### config.mk
export PLATFORM = sky130hd
export DESIGN_NAME = mfsc_top
export DESIGN_NICKNAME = d
export VERILOG_FILES = /design/src/inc/mfsc_pkg.sv /design/src/mfsc_top.sv
export VERILOG_INCLUDE_DIRS = /design/src /design/src/inc
export SDC_FILE = /design/constraint.sdc
export NUM_CORES = 1
export LEC_CHECK = 0
export ABC_AREA = 1
export BUFFER_PORTS_ARGS = -buffer_cell sky130_fd_sc_hd__buf_2
export CELL_PAD_IN_SITES_DETAIL_PLACEMENT = 0
export CELL_PAD_IN_SITES_GLOBAL_PLACEMENT = 1
export CORE_MARGIN = 5
export CORE_UTILIZATION = 25
export DETAILED_ROUTE_END_ITERATION = 10
export PLACE_DENSITY_LB_ADDON = 0.1
export SLEW_MARGIN = 0
export SYNTH_ARGS = -nofsm -noshare
export SYNTH_HDL_FRONTEND = slang
export SYNTH_SLANG_ARGS = --single-unit
### constraint.sdc
create_clock -name mclk_i -period 5.5 [get_ports mclk_i]
set_clock_uncertainty 0.05 [all_clocks]
set_input_delay 1.1 -clock mclk_i [delete_from_list [all_inputs] [get_ports mclk_i]]
set_output_delay 1.1 -clock mclk_i [all_outputs]
set_load 0.005 [all_outputs]
### src/inc/mfsc_defs.svh
/*
 * Offsets, field positions, reset value and codes of the modem format and
 * sync configuration block. Included by the package and the design file.
 */
`ifndef MFSC_DEFS_SVH
`define MFSC_DEFS_SVH

`define MFSC_CFG_ADDR      6'h12
`define MFSC_CFG_RESET     8'h02
`define MFSC_BIT_DC_BYP    7
`define MFSC_FLD_MOD_HI    6
`define MFSC_FLD_MOD_LO    4
`define MFSC_BIT_BIPHASE   3
`define MFSC_FLD_SYNC_HI   2
`define MFSC_FLD_SYNC_LO   0

`define MFSC_MOD_2FSK      3'h0
`define MFSC_MOD_GFSK      3'h1
`define MFSC_MOD_OOK       3'h3
`define MFSC_MOD_4FSK      3'h4

`define MFSC_LEN16         6'h10
`define MFSC_LEN32         6'h20
`define MFSC_MISS16_MAX    6'h01
`define MFSC_MISS32_MAX    6'h02
`define MFSC_DC_SHIFT      5

`endif

### src/inc/mfsc_pkg.sv
/*
 * Types of the modem format and sync configuration block.
 * Assumes mfsc_defs.svh is on the include path.
 */
`include "mfsc_defs.svh"

package mfsc_pkg;

   typedef enum logic [1:0] {
      MFSC_HUNT = 2'b00,
      MFSC_RECV = 2'b01
   } mfsc_state_t;

   typedef struct packed {
      logic       dc_block_bypass;
      logic [2:0] modulation_select;
      logic       biphase_en;
      logic [2:0] sync_mode;
   } mfsc_cfg_t;

endpackage

### src/mfsc_top.sv
/*
 * Modem format / sync qualifier configuration register with the datapath
 * it steers: DC blocking filter, biphase coder and sync word qualifier.
 * Assumes one clock, synchronous inputs and a byte-wide register port.
 */
`timescale 1ns/10ps
`include "mfsc_defs.svh"

module mfsc_top (
   input  wire logic             mclk_i,
   input  wire logic             rst_i,
   input  wire logic [5:0]       addr_i,
   input  wire logic             wr_en_i,
   input  wire logic [7:0]       wdata_i,
   output logic      [7:0]       rdata_o,
   output mfsc_pkg::mfsc_cfg_t   cfg_o,
   input  wire logic             serial_mode_i,
   input  wire logic signed [7:0] sample_i,
   input  wire logic             sample_valid_i,
   output logic signed [8:0]     demod_sample_o,
   output logic                  demod_valid_o,
   input  wire logic             tx_bit_i,
   input  wire logic             tx_bit_valid_i,
   output logic                  tx_chip_o,
   output logic                  tx_chip_valid_o,
   input  wire logic             rx_chip_i,
   input  wire logic             rx_chip_valid_i,
   input  wire logic [15:0]      sync_word_i,
   input  wire logic             carrier_sense_i,
   input  wire logic             rx_done_i,
   output logic                  pkt_start_o,
   output logic                  rx_active_o,
   output logic                  rx_data_o,
   output logic                  rx_data_valid_o
);
   import mfsc_pkg::*;

   mfsc_cfg_t          cfg_reg;
   mfsc_state_t        state_reg;
   logic signed [15:0] avg_reg;
   logic               chip2_reg;
   logic               chip2_val_reg;
   logic               rx_phase_reg;
   logic               rx_first_reg;
   logic [31:0]        shift_reg;
   logic [5:0]         seen_reg;
   logic               biphase_eff;
   logic               bit_valid;
   logic               bit_val;
   logic [5:0]         miss16;
   logic [5:0]         miss32;
   logic               qual_c;
   logic               mod_ok;

   function automatic logic [5:0] ones32(input logic [31:0] v);
      logic [5:0] n;
      n = 6'h00;
      for (int i = 0; i < 32; i++) begin
         n = n + {5'h00, v[i]};
      end
      return n;
   endfunction

   assign cfg_o = cfg_reg;

   // Register write; a reserved modulation code leaves the field unchanged
   assign mod_ok = (wdata_i[6:4] == `MFSC_MOD_2FSK) || (wdata_i[6:4] == `MFSC_MOD_GFSK) ||
                   (wdata_i[6:4] == `MFSC_MOD_OOK) || (wdata_i[6:4] == `MFSC_MOD_4FSK);

   always_ff @(posedge mclk_i or posedge rst_i) begin
      if (rst_i) begin
         cfg_reg <= `MFSC_CFG_RESET;
      end else if (wr_en_i && addr_i == `MFSC_CFG_ADDR) begin
         cfg_reg.dc_block_bypass <= wdata_i[`MFSC_BIT_DC_BYP];
         if (mod_ok) begin
            cfg_reg.modulation_select <= wdata_i[`MFSC_FLD_MOD_HI:`MFSC_FLD_MOD_LO];
         end
         cfg_reg.biphase_en <= wdata_i[`MFSC_BIT_BIPHASE];
         cfg_reg.sync_mode  <= wdata_i[`MFSC_FLD_SYNC_HI:`MFSC_FLD_SYNC_LO];
      end
   end

   always_ff @(posedge mclk_i or posedge rst_i) begin
      if (rst_i) begin
         rdata_o <= 8'h00;
      end else if (addr_i == `MFSC_CFG_ADDR) begin
         rdata_o <= cfg_reg;
      end else begin
         rdata_o <= 8'h00;
      end
   end

   // DC blocking filter, bypassed by the control bit
   always_ff @(posedge mclk_i or posedge rst_i) begin
      if (rst_i) begin
         avg_reg        <= 16'h0000;
         demod_sample_o <= 9'h000;
         demod_valid_o  <= 1'b0;
      end else begin
         demod_valid_o <= sample_valid_i;
         if (sample_valid_i) begin
            if (cfg_reg.dc_block_bypass) begin
               demod_sample_o <= {sample_i[7], sample_i};
            end else begin
               avg_reg <= avg_reg + (($signed({sample_i, 8'h00}) - avg_reg) >>> `MFSC_DC_SHIFT);
               demod_sample_o <= {sample_i[7], sample_i} - {avg_reg[15], avg_reg[15:8]};
            end
         end
      end
   end

   // Biphase coding is suppressed in serial mode and with 4-FSK
   assign biphase_eff = cfg_reg.biphase_en && !serial_mode_i &&
                        (cfg_reg.modulation_select != `MFSC_MOD_4FSK);

   always_ff @(posedge mclk_i or posedge rst_i) begin
      if (rst_i) begin
         tx_chip_o       <= 1'b0;
         tx_chip_valid_o <= 1'b0;
         chip2_reg       <= 1'b0;
         chip2_val_reg   <= 1'b0;
      end else if (tx_bit_valid_i) begin
         tx_chip_o       <= tx_bit_i;
         tx_chip_valid_o <= 1'b1;
         chip2_reg       <= !tx_bit_i;
         chip2_val_reg   <= biphase_eff;
      end else begin
         tx_chip_o       <= chip2_reg;
         tx_chip_valid_o <= chip2_val_reg;
         chip2_val_reg   <= 1'b0;
      end
   end

   // Receive chips to bits
   always_ff @(posedge mclk_i or posedge rst_i) begin
      if (rst_i) begin
         rx_phase_reg <= 1'b0;
         rx_first_reg <= 1'b0;
      end else if (!biphase_eff) begin
         rx_phase_reg <= 1'b0;
      end else if (rx_chip_valid_i) begin
         rx_phase_reg <= !rx_phase_reg;
         rx_first_reg <= rx_chip_i;
      end
   end

   assign bit_valid = rx_chip_valid_i && (!biphase_eff || rx_phase_reg);
   assign bit_val   = biphase_eff ? rx_first_reg : rx_chip_i;

   // Sync word search
   always_ff @(posedge mclk_i or posedge rst_i) begin
      if (rst_i) begin
         shift_reg <= 32'h00000000;
         seen_reg  <= 6'h00;
      end else if (state_reg != MFSC_HUNT) begin
         seen_reg <= 6'h00;
      end else if (bit_valid) begin
         shift_reg <= {shift_reg[30:0], bit_val};
         if (seen_reg != `MFSC_LEN32) begin
            seen_reg <= seen_reg + 6'h01;
         end
      end
   end

   assign miss16 = ones32({16'h0000, shift_reg[15:0] ^ sync_word_i});
   assign miss32 = ones32(shift_reg ^ {sync_word_i, sync_word_i});

   always_comb begin
      case (cfg_reg.sync_mode[1:0])
         2'h0: qual_c = 1'b1;
         2'h1: qual_c = (seen_reg >= `MFSC_LEN16) && (miss16 <= `MFSC_MISS16_MAX);
         2'h2: qual_c = (seen_reg >= `MFSC_LEN16) && (miss16 == 6'h00);
         2'h3: qual_c = (seen_reg == `MFSC_LEN32) && (miss32 <= `MFSC_MISS32_MAX);
         default: qual_c = 1'b0;
      endcase
      if (cfg_reg.sync_mode[2] && !carrier_sense_i) begin
         qual_c = 1'b0;
      end
   end

   // Packet reception control
   always_ff @(posedge mclk_i or posedge rst_i) begin
      if (rst_i) begin
         state_reg       <= MFSC_HUNT;
         pkt_start_o     <= 1'b0;
         rx_active_o     <= 1'b0;
         rx_data_o       <= 1'b0;
         rx_data_valid_o <= 1'b0;
      end else begin
         pkt_start_o     <= 1'b0;
         rx_data_valid_o <= 1'b0;
         case (state_reg)
            MFSC_HUNT: begin
               if (qual_c) begin
                  state_reg   <= MFSC_RECV;
                  pkt_start_o <= 1'b1;
                  rx_active_o <= 1'b1;
               end
            end
            MFSC_RECV: begin
               if (rx_done_i) begin
                  state_reg   <= MFSC_HUNT;
                  rx_active_o <= 1'b0;
               end else begin
                  rx_data_o       <= bit_val;
                  rx_data_valid_o <= bit_valid;
               end
            end
            default: begin
               state_reg   <= MFSC_HUNT;
               rx_active_o <= 1'b0;
            end
         endcase
      end
   end
endmodule

# ---- Word level (Yosys, flattened, before mapping)
# Cells that the tools add are included.
# Widths: inputs -> output; s select.
dict set report word_totals {
  regBits 92
  output_inout_bits 32
  wordCells 147
}
dict set report op_classes {
  addsub 50
  order_cmp 3
  n_eq_ne 14
  muxes 23
  bitwise_logic 5
  n_reduce_logical 31
}
# op count
set ops {}
lappend ops {{$add 6x1->6} 36}
lappend ops {{$xor 32x32->32} 1}
lappend ops {{$mux 6} 3}
lappend ops {{$add 16x11->16} 1}
lappend ops {{$sub 16x16->16} 1}
lappend ops {{$xor 16x16->16} 1}
lappend ops {{$reduce_and 2->1} 7}
lappend ops {{$mux 1} 13}
lappend ops {{$add 5x1->6} 2}
lappend ops {{$add 4x1->5} 2}
lappend ops {{$mux 9} 1}
lappend ops {{$sub 8x8->9} 1}
lappend ops {{$add 3x1->4} 2}
lappend ops {{$logic_and 1x1->1} 8}
lappend ops {{$mux 8} 1}
lappend ops {{$add 2x1->3} 2}
lappend ops {{$add 6x1->6 const B} 1}
lappend ops {{$eq 6x5->1 const B} 1}
lappend ops {{$eq 6x6->1 const B} 1}
lappend ops {{$ge 6x5->1 const B} 1}
lappend ops {{$le 6x1->1 const B} 1}
lappend ops {{$le 6x2->1 const B} 1}
lappend ops {{$logic_not 6->1} 1}
lappend ops {{$ne 2x2->1 const B} 3}
lappend ops {{18 further kinds} 34}

# ---- Depth between registers and ports, before layout
dict set report depth {
  ltp_word 38
  depth_mapped 25
  ltp_nobuf 24
}

# ---- Least setup slack after synthesis
# OpenSTA, ideal clock, no wires.
dict set report synth_path {
  path_kind {input to register}
  startpoint {in sync_word_i[5]}
  endpoint {reg rx_active_o}
  setup_ps 66
  arrival_time_ps 5550
  required_ps 5384
  slack_ps -166
  path_stages 19
  path_cell_list {xor2_1 -> fa_1 -> inv_1 -> fa_1 -> fa_1 -> fa_1 -> fa_1 -> fa_1 -> inv_1 -> ha_1 -> inv_1 -> fa_1 -> nor2_1 -> nand2_1 -> a211oi_1 -> nand4_1 -> nand3b_1 -> nand2_1 -> nand2_1}
}
dict set report synth_between {
  elab_chain_cells 34
  elab_cells_between_ends 50
}
# item line_no
set synth_rtl {}
lappend synth_rtl {{from (decl)} mfsc_top.sv:28} ;# input wire logic [15:0] sync_word_i,
lappend synth_rtl {{$xor 32x32->32} mfsc_top.sv:166} ;# assign miss32 = ones32(shift_reg ^ {sync_word_i, sync_word_i});
lappend synth_rtl {{$add 5x1->6} mfsc_top.sv:59} ;# n = n + {5'h00, v[i]};
lappend synth_rtl {{$add 6x1->6 (26 in series)} mfsc_top.sv:59}
lappend synth_rtl {{$le 6x2->1 (no source line)} n/a}
lappend synth_rtl {{$logic_and 1x1->1} mfsc_top.sv:173} ;# 2'h3: qual_c = (seen_reg == `MFSC_LEN32) && (miss32 <= `MFSC_MISS32_MAX);
lappend synth_rtl {{$pmux 1 s4 (*)} mfsc_top.sv:169} ;# case (cfg_reg.sync_mode[1:0])
lappend synth_rtl {{$mux 1 (*)} mfsc_top.sv:176} ;# if (cfg_reg.sync_mode[2] && !carrier_sense_i) begin
lappend synth_rtl {{$ne 2x2->1 (no source line) (*)} n/a}
lappend synth_rtl {{$reduce_and 2->1 (no source line) (*)} n/a}
lappend synth_rtl {{to (signal assigned)} mfsc_top.sv:186} ;# rx_active_o <= 1'b0;
lappend synth_rtl {{to (signal assigned)} mfsc_top.sv:197} ;# rx_active_o <= 1'b1;
lappend synth_rtl {{to (signal assigned)} mfsc_top.sv:203} ;# rx_active_o <= 1'b0;
lappend synth_rtl {{to (decl)} mfsc_top.sv:32} ;# output logic rx_active_o,
# Mark *: on every way between the ends. The rest lies on a longest branch, timed or not.
# A chain may end at the register's enable or synchronous reset.

# ---- Worst setup path in the final report
dict set report layout_path {
  startpoint {in sync_word_i[7]}
  endpoint {reg rx_active_o}
}
dict set report layout_between {
  elab_chain_cells 32
  elab_cells_between_ends 46
}
# item line_no
set layout_rtl {}
lappend layout_rtl {{$xor 32x32->32} mfsc_top.sv:166}
lappend layout_rtl {{$add 6x1->6 (25 in series)} mfsc_top.sv:59}
lappend layout_rtl {{$le 6x2->1 (no source line)} n/a}
lappend layout_rtl {{$logic_and 1x1->1} mfsc_top.sv:173}
lappend layout_rtl {{$pmux 1 s4 (*)} mfsc_top.sv:169}
lappend layout_rtl {{$mux 1 (*)} mfsc_top.sv:176}
lappend layout_rtl {{$ne 2x2->1 (no source line) (*)} n/a}
lappend layout_rtl {{$reduce_and 2->1 (no source line) (*)} n/a}
# Marks and branches as above.

==> impl_results.md <==
* Reg2reg end: rx_active_o
* Wire length per cell at 14.8 µm
* CTS tree: built
* Failing checks: negative setup slack
* Startpoint types: input port
* Vias per Instance at 4.29
* Final setup viols at 2
* Top cells by count, synth: nand2_1, inv_1, dfrtp_1
* CP arrival at about 5800 ps
* Synth cell types at 46
* Die width at roughly 170 µm
* Area Overhead vs Synth at 18.0%
* R2R cell count at 20
* Max-Cap Viols at 0
* Master of the slowest instance on the critical path: fa_1
* Syn nets at ~900
* WHS Endpoint: tx_chip_valid_o
* Synth Register Bits at 90
* Nets at 985
* Antenna fix cells at 0
* Rel. slew slack at about three fifths
* Final core occ at 29.9%
* Hold_buf cts at 0
* Buf+Inv Stages, Crit Path at 5
* Least-Margin Pin Slew at between 600 and 700 ps
* CP Class: input port to flop
* Row cnt at roughly 60
* Final hold slack at just under 400 ps
* First-pass GRT wire length at 29.7 mm
* Crit-path max cell delay at 560 ps
* H-tree depth at 3
* Largest area contributor in the netlist: dfrtp_1
* Post-synth top area share at 33.7%
* Largest cells by area after synthesis: dfrtp_1, fa_1, nand2_1
* Non-Filler Instances at ~1200
* Min-delay src: chip2_val_reg
* Count leader, synth: nand2_1
* RSZ-0062 raised after global routing: yes
* CTS Sinks at 90
* Die Area at 29800 µm²
* Layout cells sized above 1 at approximately 22%
* Worst hold stages at 1
* Crit-path leading delay family: adder cells
* # placed instances at ~1200
* Vias in the first global route at approximately 5600
* Initial antenna violation count at 0
* Period utilisation layout at 101%
* CP most frequent cell: fa_1
* Initial DRT Pass Iterations at 4
* DP Wirelength at between 10 and 15 mm
* Initial Util at approximately a quarter
* Most common flop cell mapped by yosys: dfrtp_1
* Hold crit path type: flop to flop
* Port buffer count at 80
* Worst-path fanout max at 2
* Reg2reg setup slack at a little under 300 ps
* Post-Syn Area at approximately 6600 µm²
* Filler instances at between 2000 and 3000
* Seq/Total Area, Yosys at between 30% and 40%
* Initial drt markers at 220
* Async SR Flop Fraction at 100%
* Dpl ws at -488 ps
* Final Hold Fails at 0
* EDFF count, synth at 0
* Crit path capture type: flop
* Vias at about 5200
* Synth warnings at 0
* Outcome: finished with violations
* Worst-path clk slew at 70 ps
* Final wirelength at 17.8 mm
* Final Max Tran Viols at 0
* Largest net degree at the start of global routing at 62
* FMAX at approximately 0.18 GHz
* Crit path cell chain: buf_8 -> xnor2_4 -> fa_1 -> fa_1 -> inv_1 -> fa_1 -> inv_2 -> fa_1 -> fa_1 -> fa_1 -> inv_1 -> ha_2 -> inv_2 -> fa_2 -> nor2_2 -> nand2_1 -> a211oi_2 -> nand4_1 -> nand3b_1 -> nand2_1 -> nand2_1
* Min Clock Period, post-route at between 5000 and 6000 ps
* Die H at between 150 and 200 µm
* IO Count at just over 80
* Synth Area per Inst at between 8 and 9 µm²
* Routed Antenna Nets at 0
* Setup ws final at -41.4 ps
* CTS Root Cell: clkbuf_16
* Bufs on Longest Clock Path at 2
* Worst-skew pair later-pin latency at 350 ps
* DR DRC count at 0
* Max reg flops at 32
* All-Layer GR Usage at 12.2%
* Core Area at 26100 µm²
* Req. time, crit path at roughly 5700 ps
* Total grt overflow at 0
* Synth Instances at 776
* Reg-to-reg startpoint: shift_reg[23]
* Total CTS buffers at 9
* Placer Congestion at 0.839
==> how the worst max path moves through the flow <==
| stage | depth (start not counted) | startpoint | to |
|---|---|---|---|
| final | 21 | sync_word_i[7] | rx_active_o |
| after global placement | 20 | sync_word_i[7] | rx_active_o |
| after detailed placement | 21 | sync_word_i[7] | rx_active_o |
| after CTS | 21 | sync_word_i[11] | rx_active_o |
| after floorplan | 19 | sync_word_i[7] | rx_active_o |
| after global routing | 21 | sync_word_i[7] | pkt_start_o |
==> cells in the final DEF, fill, tap and decap left out, drive strengths merged, types with 2 or more instances in the layout <==
| cell | n |
|---|---|
| a21o | 2 |
| a21oi | 39 |
| buf | 90 |
| clkbuf | 10 |
| dfrtp | 89 |
| fa | 33 |
| ha | 40 |
| inv | 136 |
| nand2 | 155 |
| nand3 | 39 |
| nand3b | 2 |
| nand4 | 10 |
| nor2 | 70 |
| nor3 | 8 |
| o21a | 2 |
| o21ai | 72 |
| or2 | 4 |
| xnor2 | 34 |
| xor2 | 21 |
==> through the flow <==
| stage | setup TNS (ps) | area [µm²] |
|---|---|---|
| final | -79.6 | 7790 |
| after global routing | -432 | 7790 |
| after CTS | -160 | 7760 |
| after detailed placement | -958 | 7430 |
| after global placement | -813 | 7430 |
| after floorplan | -29.7 | 6650 |
==> layer usage <==
layer / track usage (%) / up-vias / share of wire (%) / routed length, µm
li1: - / 2610 / - / -
met1: 15.6 / 2479 / 45 / 7930
met2: 21.3 / 55 / 51 / 9150
met3: 1.69 / 17 / 2.3 / 414
met4: 3.66 / 0 / 1.8 / 313
met5: 0 / - / 0 / 0
==> timing repair <==
item                                    CTS  global route
endpoints found under the setup margin    2             2
buffers inserted                          1             0
pin swaps                                 2             3
gates resized for setup                   5             7
==> cells by family (layout without fill, tap and decap cells) <==
| logic type | after synthesis | in the layout | share of synthesized area [%] |
|---|---|---|---|
| DFF | 90 | 90 | 34.1 |
| adders and majority gates | 73 | 73 | 17.6 |
| and+or+nand+nor | 291 | 291 | 20.8 |
| AOI/OAI and AO/OA | 121 | 121 | 10.9 |
| xor gates and xnor gates | 55 | 55 | 7.30 |
| buffers and inverters | 146 | 238 | 9.29 |
==> layout make-up <==
cell class	count	area [µm²]	share of cell area, %
Multi-Input combinational cell	540	3820	49.1
Sequential cell	90	2250	28.9
Inverter	132	500	6.43
Timing Repair Buffer	90	492	6.31
Tap cell	335	419	5.38
Clock buffer	10	229	2.94
Clock inverter	6	72.6	0.932
Power is not shown: default switching activity piles up to over one toggle a cycle in this logic, so the estimate is an artifact.
